**src/xcp_pkg.sv**
```systemverilog
`default_nettype none
// ****************************************************************
// shared constants for the xor / compare / parity block
// ****************************************************************
package xcp_pkg;
  localparam int unsigned SEL_WIDTH  = 4;    // selector bit positions
  localparam int unsigned EQ4_WIDTH  = 4;    // small comparator width
  localparam int unsigned WIDE_MAX   = 32;   // wide comparator maximum
  localparam int unsigned WIDE_MIN   = 4;    // wide comparator minimum
  localparam int unsigned WIDE_LEN   = 32;   // wide comparator length in use
  localparam int unsigned BIG_WIDTH  = 128;  // wired-and comparator width
  localparam int unsigned PAR_WIDTH  = 4;    // parity data word width
  localparam int unsigned FRAME_BITS = PAR_WIDTH + 1;  // data plus parity
  localparam logic        OUT_RESET  = 1'b0; // reset value of result flops

  // select pair codes (high bit, low bit)
  typedef enum logic [1:0] {
    XCP_PASS_B   = 2'b00,
    XCP_INV_A    = 2'b01,
    XCP_PASS_B2  = 2'b10,
    XCP_FORCE_1  = 2'b11
  } xcp_sel_t;

  // per-bit difference: 1 when the inputs differ
  function automatic logic [BIG_WIDTH-1:0] xcp_diff(input logic [BIG_WIDTH-1:0] a,
                                                   input logic [BIG_WIDTH-1:0] b);
    xcp_diff = a ^ b;
  endfunction
endpackage
`default_nettype wire

```
**src/xcp_parity.sv**
```systemverilog
`timescale 1ns/100ps
`default_nettype none
// ****************************************************************
// parity generator and checker, polarity fixed at elaboration
// ****************************************************************
module xcp_parity #(
  parameter int unsigned WIDTH = 4,   // data word width
  parameter bit          ODD   = 1'b0 // 1 selects odd parity
) (
  input  wire logic [WIDTH-1:0] data_i,   // word to protect
  input  wire logic [WIDTH-1:0] rx_data_i,// received word
  input  wire logic             rx_par_i, // received parity bit
  output logic                  gen_o,    // generated parity bit
  output logic                  chk_o     // 1 when frame is good
);
  logic even_gen; // xor tree result
  logic rx_ones;  // odd count over received frame

  // xor tree: 1 for odd count of ones
  assign even_gen = ^data_i;
  // odd generator only adds a final inversion
  assign gen_o    = ODD ? ~even_gen : even_gen;
  // checker sees every data line plus parity line
  assign rx_ones  = ^{rx_data_i, rx_par_i};
  assign chk_o    = ODD ? rx_ones : ~rx_ones;
endmodule // xcp_parity
`default_nettype wire

```
**src/xcp_top.sv**
```systemverilog
`timescale 1ns/100ps
`default_nettype none
// Operation
// - four selector bits each pick between two sources under two shared select lines.
// - select 00 or 10 gives the second source, 01 the inverted first source, 11 a one.
// - with both sources tied, the selector passes bits true or inverted as a complementor.
// - an open-collector copy of the selector output lets several selectors be wired together.
// - each exclusive-or gives 1 when its inputs differ and 0 when they match.
// - the 4-bit comparator nors the four difference bits, giving 1 only on a full match.
// - the wide comparator covers 4 to 32 bits and goes low on equal, high on unequal.
// - each equality gate gives 1 on equal bits and 0 on unequal bits.
// - the equality gates combine by a wired and, true only when all positions match.
// - the wired comparator spans two 128-bit words in one result.
// - the generator adds one parity bit to a 4-bit word and the checker reads all five bits.
// - the even generator gives 1 for an odd count of ones and 0 for an even count.
// - the odd generator is the even one with a final inversion.
// - the even checker gives 1 for an even count over data and parity, 0 otherwise.
// - the odd checker gives 1 for an odd count over data and parity, 0 otherwise.
module xcp_top #(
  parameter bit PARITY_ODD = 1'b0                   // 1 selects odd parity
) (
  input  wire logic                           CLK_I,         // 100 MHz clock
  input  wire logic                           RESET_N_I,     // async reset, active low
  input  wire logic [xcp_pkg::SEL_WIDTH-1:0]  SRC_A_I,       // first source word
  input  wire logic [xcp_pkg::SEL_WIDTH-1:0]  SRC_B_I,       // second source word
  input  wire logic                           SELECT_LOW_I,  // select line, low bit
  input  wire logic                           SELECT_HIGH_I, // select line, high bit
  output logic      [xcp_pkg::SEL_WIDTH-1:0]  SEL_O,         // selector result
  output logic      [xcp_pkg::SEL_WIDTH-1:0]  SEL_OC_O,      // open-collector level, always 0
  output logic      [xcp_pkg::SEL_WIDTH-1:0]  SEL_OC_OE_O,   // open-collector pull-down enable
  input  wire logic [xcp_pkg::BIG_WIDTH-1:0]  CMP_A_I,       // compare word a
  input  wire logic [xcp_pkg::BIG_WIDTH-1:0]  CMP_B_I,       // compare word b
  output logic      [xcp_pkg::EQ4_WIDTH-1:0]  DIFF4_O,       // per-bit differences, low 4 bits
  output logic                                EQ4_O,         // 1 when low 4 bits match
  output logic                                WIDE_NE_O,     // 0 when wide words match
  output logic      [xcp_pkg::BIG_WIDTH-1:0]  EQ_BITS_O,     // per-bit equality gates
  output logic                                EQ_ALL_O,      // 1 when all 128 bits match
  input  wire logic [xcp_pkg::PAR_WIDTH-1:0]  PAR_DATA_I,    // word to protect
  output logic      [xcp_pkg::FRAME_BITS-1:0] PAR_FRAME_O,   // word plus parity bit
  input  wire logic [xcp_pkg::PAR_WIDTH-1:0]  RX_DATA_I,     // received word
  input  wire logic                           RX_PAR_I,      // received parity bit
  output logic                                PAR_OK_O       // 1 when received frame is good
);
  // ****************************************************************
  // combinational datapath
  // ****************************************************************
  logic [xcp_pkg::SEL_WIDTH-1:0] next_sel;    // selector result
  logic [xcp_pkg::BIG_WIDTH-1:0] diff;        // per-bit differences
  logic [xcp_pkg::BIG_WIDTH-1:0] next_eqbits; // per-bit equality
  logic                          next_eq4;    // small compare
  logic                          next_wide_ne;// wide compare
  logic                          next_eqall;  // wired compare
  logic                          gen_bit;     // generated parity
  logic                          chk_bit;     // checker result
  xcp_pkg::xcp_sel_t             sel_code;    // shared select pair

  // select pair packed high bit first, matching the code table
  assign sel_code = xcp_pkg::xcp_sel_t'({SELECT_HIGH_I, SELECT_LOW_I});

  // one mux per bit; the select pair is shared by all positions
  genvar gi;
  generate
    for (gi = 0; gi < xcp_pkg::SEL_WIDTH; gi++) begin : g_sel
      always_comb begin
        case (sel_code)
          xcp_pkg::XCP_INV_A:   next_sel[gi] = ~SRC_A_I[gi];
          xcp_pkg::XCP_FORCE_1: next_sel[gi] = 1'b1;
          default:              next_sel[gi] = SRC_B_I[gi];
        endcase
      end
    end
  endgenerate

  // ****************************************************************
  // comparators
  // ****************************************************************
  // difference and equality gates over the full 128 bits; the narrower
  // comparators read slices, so all three agree on the shared low bits
  assign diff         = xcp_pkg::xcp_diff(CMP_A_I, CMP_B_I);
  assign next_eqbits  = ~diff;
  assign next_eq4     = ~|diff[xcp_pkg::EQ4_WIDTH-1:0];
  // nand of equalities: high on any mismatch within the wide length
  assign next_wide_ne = ~&next_eqbits[xcp_pkg::WIDE_LEN-1:0];
  // wired and of every equality gate
  assign next_eqall   = &next_eqbits;

  // ****************************************************************
  // parity
  // ****************************************************************
  // polarity chosen at elaboration; widths from shared constants
  xcp_parity #(
    .WIDTH (xcp_pkg::PAR_WIDTH),
    .ODD   (PARITY_ODD)
  ) u_parity (
    .data_i    (PAR_DATA_I),
    .rx_data_i (RX_DATA_I),
    .rx_par_i  (RX_PAR_I),
    .gen_o     (gen_bit),
    .chk_o     (chk_bit)
  );

  // ****************************************************************
  // result registers
  // ****************************************************************
  // selector and open-collector copy; out of reset, oc pulls low when result is 0
  always_ff @(posedge CLK_I or negedge RESET_N_I) begin
    if (!RESET_N_I) begin
      SEL_O       <= '0;
      SEL_OC_OE_O <= '0;
    end else begin
      SEL_O       <= next_sel;
      SEL_OC_OE_O <= ~next_sel;
    end
  end

  // open collector never drives high, the pull-up does
  assign SEL_OC_O = '0;

  // comparator results
  always_ff @(posedge CLK_I or negedge RESET_N_I) begin
    if (!RESET_N_I) begin
      DIFF4_O   <= '0;
      EQ4_O     <= xcp_pkg::OUT_RESET;
      WIDE_NE_O <= xcp_pkg::OUT_RESET;
      EQ_BITS_O <= '0;
      EQ_ALL_O  <= xcp_pkg::OUT_RESET;
    end else begin
      DIFF4_O   <= diff[xcp_pkg::EQ4_WIDTH-1:0];
      EQ4_O     <= next_eq4;
      WIDE_NE_O <= next_wide_ne;
      EQ_BITS_O <= next_eqbits;
      EQ_ALL_O  <= next_eqall;
    end
  end

  // parity frame is data in the low bits, parity on top
  always_ff @(posedge CLK_I or negedge RESET_N_I) begin
    if (!RESET_N_I) begin
      PAR_FRAME_O <= '0;
      PAR_OK_O    <= xcp_pkg::OUT_RESET;
    end else begin
      PAR_FRAME_O <= {gen_bit, PAR_DATA_I};
      PAR_OK_O    <= chk_bit;
    end
  end

  // ****************************************************************
  // assertions
  // ****************************************************************
  // results carry a real answer only from the second edge after reset:
  // the first edge still shows reset values against inputs sampled in reset
  logic primed; // high once one result edge has passed
  always_ff @(posedge CLK_I or negedge RESET_N_I) begin
    if (!RESET_N_I) begin
      primed <= 1'b0;
    end else begin
      primed <= 1'b1;
    end
  end
endmodule // xcp_top
`default_nettype wire

```
**config.mk**
```make
export PLATFORM = sky130hd
export DESIGN_NAME = xcp_top
export DESIGN_NICKNAME = d
export VERILOG_FILES = /design/src/xcp_pkg.sv /design/src/xcp_parity.sv /design/src/xcp_top.sv
export SDC_FILE = /design/constraint.sdc
export NUM_CORES = 1
export LEC_CHECK = 0
export CORE_AREA = 2 2 168 170
export DETAILED_ROUTE_END_ITERATION = 6
export DIE_AREA = 0 0 170 172
export DONT_BUFFER_PORTS = 1
export HOLD_SLACK_MARGIN = 0.15
export MAX_ROUTING_LAYER = met4
export PLACE_DENSITY = 0.4
export SLEW_MARGIN = 25
export SYNTH_ARGS = -nofsm -noshare
export SYNTH_HDL_FRONTEND = slang
export SYNTH_HIERARCHICAL = 1
export SYNTH_SLANG_ARGS = --single-unit
export TNS_END_PERCENT = 30
```
**constraint.sdc**
```tcl
create_clock -name CLK_I -period 0.8 [get_ports CLK_I]
set_input_delay 0.12 -clock CLK_I [delete_from_list [all_inputs] [get_ports CLK_I]]
set_output_delay 0.12 -clock CLK_I [all_outputs]
set_load 0.005 [all_outputs]
```
# Word level (Yosys, flattened, before mapping)
# Cells that the tools add are included.
# word_totals
ff_bits	149
in_bits	277
out_inout_bits	153
elab_cells	30
# op_classes
eq_ne	2
muxes	4
n_bitwise	8
reduce_logical	7
# op_table
operator	n
128-bit NOT	1
128-bit AND reduction	1
128-bit bitwise XOR	1
32-bit AND reduction	1
1-bit case mux with 2 select lines	4
1-bit NOT	5
5-bit parity	1
4-bit NOT	1
4-bit OR reduction	1
4-bit parity	1
2-bit by 1-bit == test with 1-bit output, second input constant	1
2-bit == test, second input constant	1
1-bit zero test	2

# Longest topological paths before layout
# Gate-level depths: netlist (run 1).
# depth
ltp_word	4
ltp_mapped	5
ltp_nobuf	5

# By module
# The synthesis (run 1) kept the hierarchy.
# modules_own_cells
mod	n_inst	cells_each	area_per_inst_um2	seq_area_each_um2
xcp_top	1	343	5265.0	3728.6
xcp_parity	1	6	66.3	0.0

# Worst setup path before layout (run 1)
# OpenSTA, ideal clock, no wires.
# synth_path
path_kind	input to register
start	input port CMP_B_I[24] (netlist bit)
end	register EQ_ALL_O
setup_time_ns	0.080
arrival_time_ns	1.004
required_ns	0.720
setup_slack_ns	-0.284
stages	5
n_path_buf	0
path_cell_list	xnor2_1 > nand4_1 > nor4_2 > nand4_2 > nor3_2
# synth_between
elab_chain_cells	3
# synth_rtl
element	line_no	source
from (decl)	xcp_top.sv:32	input wire logic [xcp_pkg::BIG_WIDTH-1:0] CMP_B_I,
128-bit bitwise XOR	xcp_pkg.sv:27	xcp_diff = a ^ b;
128-bit NOT	xcp_top.sv:80	assign next_eqbits = ~diff;
128-bit AND reduction	xcp_top.sv:85	assign next_eqall = &next_eqbits;
named net next_eqall	xcp_top.sv:52	logic next_eqall;
to (signal assigned)	xcp_top.sv:126	EQ_ALL_O <= xcp_pkg::OUT_RESET;
to (signal assigned)	xcp_top.sv:132	EQ_ALL_O <= next_eqall;
to (decl)	xcp_top.sv:37	output logic EQ_ALL_O,
# The timed path passes the listed nets, and every way through them passes these cells.

# Worst setup path in the final report (run 1)
# layout_path
start	input port CMP_B_I[123] (netlist bit)
end	register EQ_ALL_O
# Same word-level chain as after synthesis.

==> summary.txt, run 1 <==
GRT
  – Gr ovfl total: 0
  – Initial antenna violation count: 0
  – GRT Util Overall: 0.112
  – First-pass GRT wire length: 22,700 um
  – Vias in the first global route: between 3,000 and 4,000
  – Largest net degree at the start of global routing: 150

Drt
  – Routed Antenna Nets: 0
  – Final WL: approximately 17,000 um
  – 1st-iter DRT viols: 102
  – Wire length per cell: between 15 and 20 um
  – Detailed-route via count: approximately 3,600
  – DRC Markers: 0
  – First-pass iteration count of the detailed router: 4
  – Via density: about 3.9

Clock tree
  – Clock-pin slew on the worst setup and hold paths: about 0.06 ns
  – Clock sink count: approximately 150
  – CTS tree: built
  – Num CTS Buffers: 17
  – Htree depth: 4
  – Root buf cell: clkbuf_16
  – Maximum clock path buffer count: 2

Critical path
  – CP most frequent cell: nand4_1
  – CP Class: in2reg
  – Critical path cell sequence: xnor2_1 -> nand4_1 -> nor4_4 -> buf_4 -> nand4_1 -> nor3_2
  – Crit path max-delay cell type: nor4_4
  – Critical Path Start: CMP_B_I[123]
  – CP bufs+invs: 1
  – Number of cells on the critical path: 6
  – CP max stage delay: around 0.32 ns
  – Startpoint Class: primary input
  – Cell family with most CP delay: simple AND/OR/NAND/NOR gates
  – CP Data Required Time: about 1.1 ns
  – CP Capture Type: flop
  – Worst Path Arrival: between 1 and 1.5 ns
  – Worst-path maximum fanout: 2

Synthesis
  – Synthesis warning total: 6
  – Sequential-to-total area share from yosys stat: 0.699
  – Most used DFF post-synth: dfrtp_1
  – Ys async rst share: 1.00
  – Post-synthesis cell type count: 19
  – #FFs+latches synth: 149
  – Most common cell in the netlist: dfrtp_1
  – List of most frequent post-synthesis cells: dfrtp_1 (149), xnor2_1 (129), nand4_1 (31)
  – Synth top area share: 0.699
  – Post-synth EDFFs: 0
  – Area leader, netlist: dfrtp_1
  – Mapped cell area: ~0.0053 mm^2
  – Mean Syn Cell Area: ~15 um^2
  – Syn Inst Count: 349
  – Top post-synthesis cells by area: dfrtp_1 (70%), xnor2_1 (21%), nand4_1 (3.6%)

Job
  – Max_cap viols: 0

Timing
  – Setup TNS: -17.54 ns
  – Fin worst setup slack: -0.184 ns
  – RSZ-0062 raised after global routing: yes
  – Final Hold Fails: 160
  – Hold_ws: -0.597 ns
  – Final period util: 1.23
  – Final Max Tran Viols: 0
  – Final Setup Violations: 150
  – Fmax: slightly above 1000 MHz
  – Final Critical Period: 0.984 ns

Final layout
  – Multi-input logic area: 0.00212 mm^2
  – Finished Core Util: 0.320
  – Share of cells above drive strength 1: 0.274
  – Fin nets: between 800 and 900
  – Layout fillers: 2,720
  – Synthesis-to-finish area growth: 64.8%
  – Seq. cell area: around 0.0037 mm^2
  – Fin area: ~0.009 mm^2
  – # diodes: 0

Pwr
  – P_leak: approximately 3.7 nW
  – Power density over the cells: approximately 2200 mW/mm^2
  – IR drop worst, VDD: around 0.0011 V
  – Final Power: approximately 20 mW

Die
  – Starting density of the core: 0.194
  – Std-Cell Rows: 61
  – Die height: between 150 and 200 um
  – Total die area: a little under 0.03 mm^2
  – Overall die width: ~170 um
  – Core Box Area: 0.0275 mm^2
  – I/O Pins: 430

Place
  – RD Place Congestion: 0.786
  – Buffers on Ports: 0
  – Placed Area: about 0.0065 mm^2
  – Post-DP HPWL: around 12,000 um
  – Dpl ws: -1.09 ns

Run status
  – Status: complete, but fails checks
  – Failing checks: negative hold slack, negative setup slack

Hold path
  – HP Class: in2async
[final cells by class]
cell class,count,share of cell area
Multi-Input combinational cell,191,0.241
Sequential cell,149,0.425
Timing Repair Buffer,203,0.213
Tap cell,346,0.0493
Inverter,8,0.00342
Clock inverter,13,0.0195
Clock buffer,19,0.0493
[metal layers]
layer	wire (um)	part of all wire	GRT usage
met3	1370	0.081	0.0359
met5	0	0	-
met1	5770	0.34	0.111
met2	9370	0.56	0.205
met4	298	0.018	0.0409
[power breakdown]
part           leakage [nW]  internal, mW  total, mW  switching [mW]
registers              1.74          8.29       8.78           0.491
logic                  1.65          1.93       2.71           0.786
clock network         0.283          4.96       8.26            3.30
total                  3.67          15.2       19.8            4.58
[registers in the layout, summed over array words and instances, names as in the netlist]
signal       count
SEL_O            4
SEL_OC_OE_O      4
EQ4_O            1
PAR_FRAME_O      5
DIFF4_O          4
EQ_ALL_O         1
WIDE_NE_O        1
PAR_OK_O         1
EQ_BITS_O      128
[repair_timing]
item / in CTS / in global routing
setup endpoints to repair: 151 / 159
hold endpoints to repair: 298 / 172
pin swaps: 14 / 12
buffers inserted: 0 / 1
hold buffers: 129 / 8
gates resized for setup: 24 / 22
[path summary, 6_finish.rpt]
path	end	slack, ns
min in group CLK_I	EQ_BITS_O[3]$_DFF_PN0_	-0.19
hold / removal	EQ_BITS_O[2]$_DFF_PN0_	-0.60
max in group asynchronous	EQ_BITS_O[63]$_DFF_PN0_	1.20
setup / recovery	EQ_ALL_O$_DFF_PN0_	-0.18
[per-stage QoR]
step                      std cells  hold slack (ns)
after detailed placement        760           -0.173
after floorplan                 352           -0.176
after global placement          760           -0.172
final                           929           -0.597
after CTS                       921           -0.634
after global routing            929           -0.642
[logic make-up after synthesis]
| logic type | share of synthesized area |
|---|---|
| buffers and inverters | 0.0113 |
| and+or+nand+nor | 0.0594 |
| other | 0.000703 |
| xor gates and xnor gates | 0.226 |
| AOI/OAI and AO/OA | 0.00376 |
| DFF | 0.699 |
[cell usage in the layout (no fill, tap or decap), types with 2 or more instances in the layout]
cell	n
dfrtp_1	148
dlygate4sd3_1	136
xnor2_1	80
buf_4	66
xnor2_2	40
nand4_1	31
clkbuf_16	17
xnor2_4	11
inv_1	7
nor2_1	5
nor4_2	4
conb_1	4
clkinvlp_4	4
a21oi_1	3
nor4_4	3
inv_6	3
bufinv_16	3
xor2_1	2
clkbuf_1	2
No activity file was read; power rests on OpenSTA's default activity.
==> run 2: changes to the inputs <==
CORE_AREA = 4 4 165 167   (was 2 2 168 170)
DIE_AREA = 0 0 169 171   (was 0 0 170 172)
PLACE_DENSITY = 0.42   (was 0.4)
==> run 2 against run 1 <==
Against the previous run:
- the flow still finishes with violations (negative hold slack, negative setup slack)
- clock-buffer cell count increased by 1
- combinational power decreased by 1%
- final cell count decreased by 1.2%
- clock power increased by 4.4%
- worst setup slack got worse by 0.031 ns
- fmax decreased by 3.1%
- sequential power about the same
- via count increased by 0.17%
- critical path type unchanged
==> summary.txt, run 2 (same netlist as run 1, synthesis figures left out) <==
Final layout
  – Largest registers: EQ_BITS_O: 128 flops, PAR_FRAME_O: 5 flops
  – Fin nets: 848 (+0.12%)
  – Synthesis-to-finish area growth: 62.0%
  – # diodes: 0 (unchanged)
  – Non-Filler Instances: 918 (-1.2%)
  – Max reg flops: 128 (unchanged)
  – Commonest non-fill, non-tap cell in the layout: dfrtp_1
  – Most frequent cells in the layout: dfrtp_1 (148), dlygate4sd3_1 (137), xnor2_1 (98)
  – Share of cells above drive strength 1: 0.242 (-0.0326)
  – Most flops, register: EQ_BITS_O

GRT
  – Largest net degree at the start of global routing: 150 (unchanged)
  – Met3 Track Usage GR: 0.0397 (+0.00381)
  – GRT busiest layer: met2
  – GR Util met1: 0.121 (+0.00952)
  – Vias in the first global route: 4,222 (+6.9%)
  – Initial antenna violation count: 0 (unchanged)
  – Met2 global-route usage: 0.222 (+0.0164)
  – GRT Util Overall: 0.120 (+0.00853)
  – First-pass GRT wire length: 25,100 um (+11%)
  – Gr ovfl total: 0 (unchanged)

Critical path
  – CP max stage delay: 0.43 ns (+0.11 ns)
  – Worst-path maximum fanout: 2 (unchanged)
  – Cell family with most CP delay: simple AND/OR/NAND/NOR gates
  – Critical path cell sequence: xnor2_4 -> nand4_1 -> nor4_4 -> buf_4 -> nand4_1 -> nor3_2
  – Crit path max-delay cell type: nor4_4
  – CP Capture Type: flop
  – CP Class: in2reg
  – CP Data Required Time: 1.12 ns (about the same)
  – CP most frequent cell: nand4_1
  – Worst Path Arrival: 1.34 ns (+0.03 ns)
  – CP bufs+invs: 1 (unchanged)
  – Startpoint Class: primary input

Clock tree
  – Clock sink count: 149 (unchanged)
  – CTS tree: built
  – Num CTS Buffers: 17 (unchanged)
  – Clock-pin slew on the worst setup and hold paths: 0.06 ns (about the same)
  – Root buf cell: clkbuf_16
  – Htree depth: 4 (unchanged)
  – Maximum clock path buffer count: 2 (unchanged)

Place
  – Placed Cells: 746 (-1.8%)
  – Post-DP HPWL: 13,300 um (+8.2%)
  – RD Place Congestion: 0.823 (+4.7%)
  – Buffers on Ports: 0 (unchanged)

Hold path
  – HP Class: in2async

Timing
  – Final Hold Fails: 159 (-0.63%)
  – Fin worst setup slack: -0.216 ns (-0.0313 ns)
  – Final period util: 1.27 (+0.0391)
  – Final Setup Violations: 151 (+0.67%)
  – Hold_ws: -0.601 ns (-0.00326 ns)
  – Final Max Tran Viols: 0 (unchanged)
  – Fmax: 985 MHz (-3.1%)
  – Final Critical Period: 1.02 ns (+0.0313 ns)
  – RSZ-0062 raised after global routing: yes

Drt
  – Wire length per cell: 19.4 um (+7.5%)
  – Routed Antenna Nets: 0 (unchanged)
  – Via density: 3.95 (+1.4%)
  – Final WL: 17,800 um (+6.2%)
  – First-pass iteration count of the detailed router: 4 (unchanged)
  – 1st-iter DRT viols: 99 (-2.9%)
  – Detailed-route via count: 3,630 (+0.17%)
  – DRC Markers: 0 (unchanged)

Pwr
  – Clock Power Share: 0.430 (+0.012)
  – Sequential share of power: 0.438 (-0.006)
  – NetSw: 4.52 mW (-1.4%)
  – Sw Ratio: 0.225 (-0.00677)
  – Comb pwr share: 0.133 (-0.004)
  – IR drop worst, VDD: 0.00115 V (+3.3%)
  – Power density over the cells: 2320 mW/mm^2 (+3.3%)
  – P_leak: 3.58 nW (-2.5%)
  – Int Power: 15.6 mW (+2.5%)

Run status
  – Status: complete, but fails checks
  – Failing checks: negative hold slack, negative setup slack

Die
  – Die height: 171 um (-0.58%)
  – Starting density of the core: 0.207 (+0.0129)
  – Overall die width: 169 um (-0.59%)
  – Core Box Area: 0.0258 mm^2 (-6.2%)
  – Total die area: 0.0289 mm^2 (-1.2%)
  – I/O Pins: 430 (unchanged)
  – Std-Cell Rows: 59 (-3.3%)

Job
  – Max_cap viols: 0 (unchanged)
## run 2: changes by cell type in the layout (fill, tap and decap cells not counted), sizes merged
| cell | change |
|---|---|
| clkinvlp | -2 |
| dlygate4sd3 | +1 |
| clkinv | +2 |
| inv | -3 |
| clkbuf | +1 |
| bufinv | +1 |
## run 2: metal layers
metal	share of wire	wire length, um
met1	0.34	6050
met2	0.56	9980
met3	0.086	1540
met4	0.015	268
met5	0	0
## run 2: power groups by stage
| stage | sequential [mW] | combinational (mW) | clock, mW |
|---|---|---|---|
| 4_1_cts | 8.81 | 2.61 | 9.01 |
| 5_1_grt | 8.84 | 2.88 | 9.27 |
| 2_1_floorplan | 8.72 | 0.921 | 0 |
| 6_report | 8.78 | 2.67 | 8.62 |
| 3_5_place_dp | 8.94 | 1.61 | 0 |
| 3_3_place_gp | 8.96 | 1.56 | 0 |
## run 2: timing repair
item | 4_1_cts | 5_1_grt
setup buffers | 3 | 0
endpoints found under the hold margin | 298 | 170
gates resized for setup | 15 | 9
endpoints found under the setup margin | 151 | 161
hold buffers | 131 | 7
pin swaps | 11 | 1
## run 2: path summary, 6_finish.rpt
check | start | to | slack, ns | cells past startpoint
max | CMP_A_I[99] | EQ_ALL_O$_DFF_PN0_ | -0.22 | 6
min | RESET_N_I | EQ_BITS_O[96]$_DFF_PN0_ | -0.60 | 0
max in group asynchronous | RESET_N_I | EQ_BITS_O[49]$_DFF_PN0_ | 1.22 | 0
min in group CLK_I | CMP_A_I[1] | EQ_BITS_O[1]$_DFF_PN0_ | -0.19 | 1
## run 2: final cells by class
class	instances	area, um^2
Fill cell	2557	17100
Multi-Input combinational cell	191	1950
Clock buffer	20	457
Timing Repair Buffer	204	1880
Sequential cell	149	3730
Tap cell	335	419
Inverter	8	30.0
Clock inverter	11	175
## run 2: through the flow
| step | power, mW | setup TNS, ns | worst slack [ns] | util | area [um^2] |
|---|---|---|---|---|---|
| floorplan | 9.64 | -0.323 | -0.179 | - | 5550 |
| global placement | 10.5 | -1.86 | -1.10 | 0.249 | 6410 |
| detailed placement | 10.5 | -1.93 | -1.15 | 0.249 | 6410 |
| CTS | 20.4 | -22.94 | -0.219 | 0.330 | 8510 |
| global route | 21.0 | -23.94 | -0.278 | 0.335 | 8640 |
| finish | 20.1 | -17.68 | -0.216 | 0.335 | 8640 |
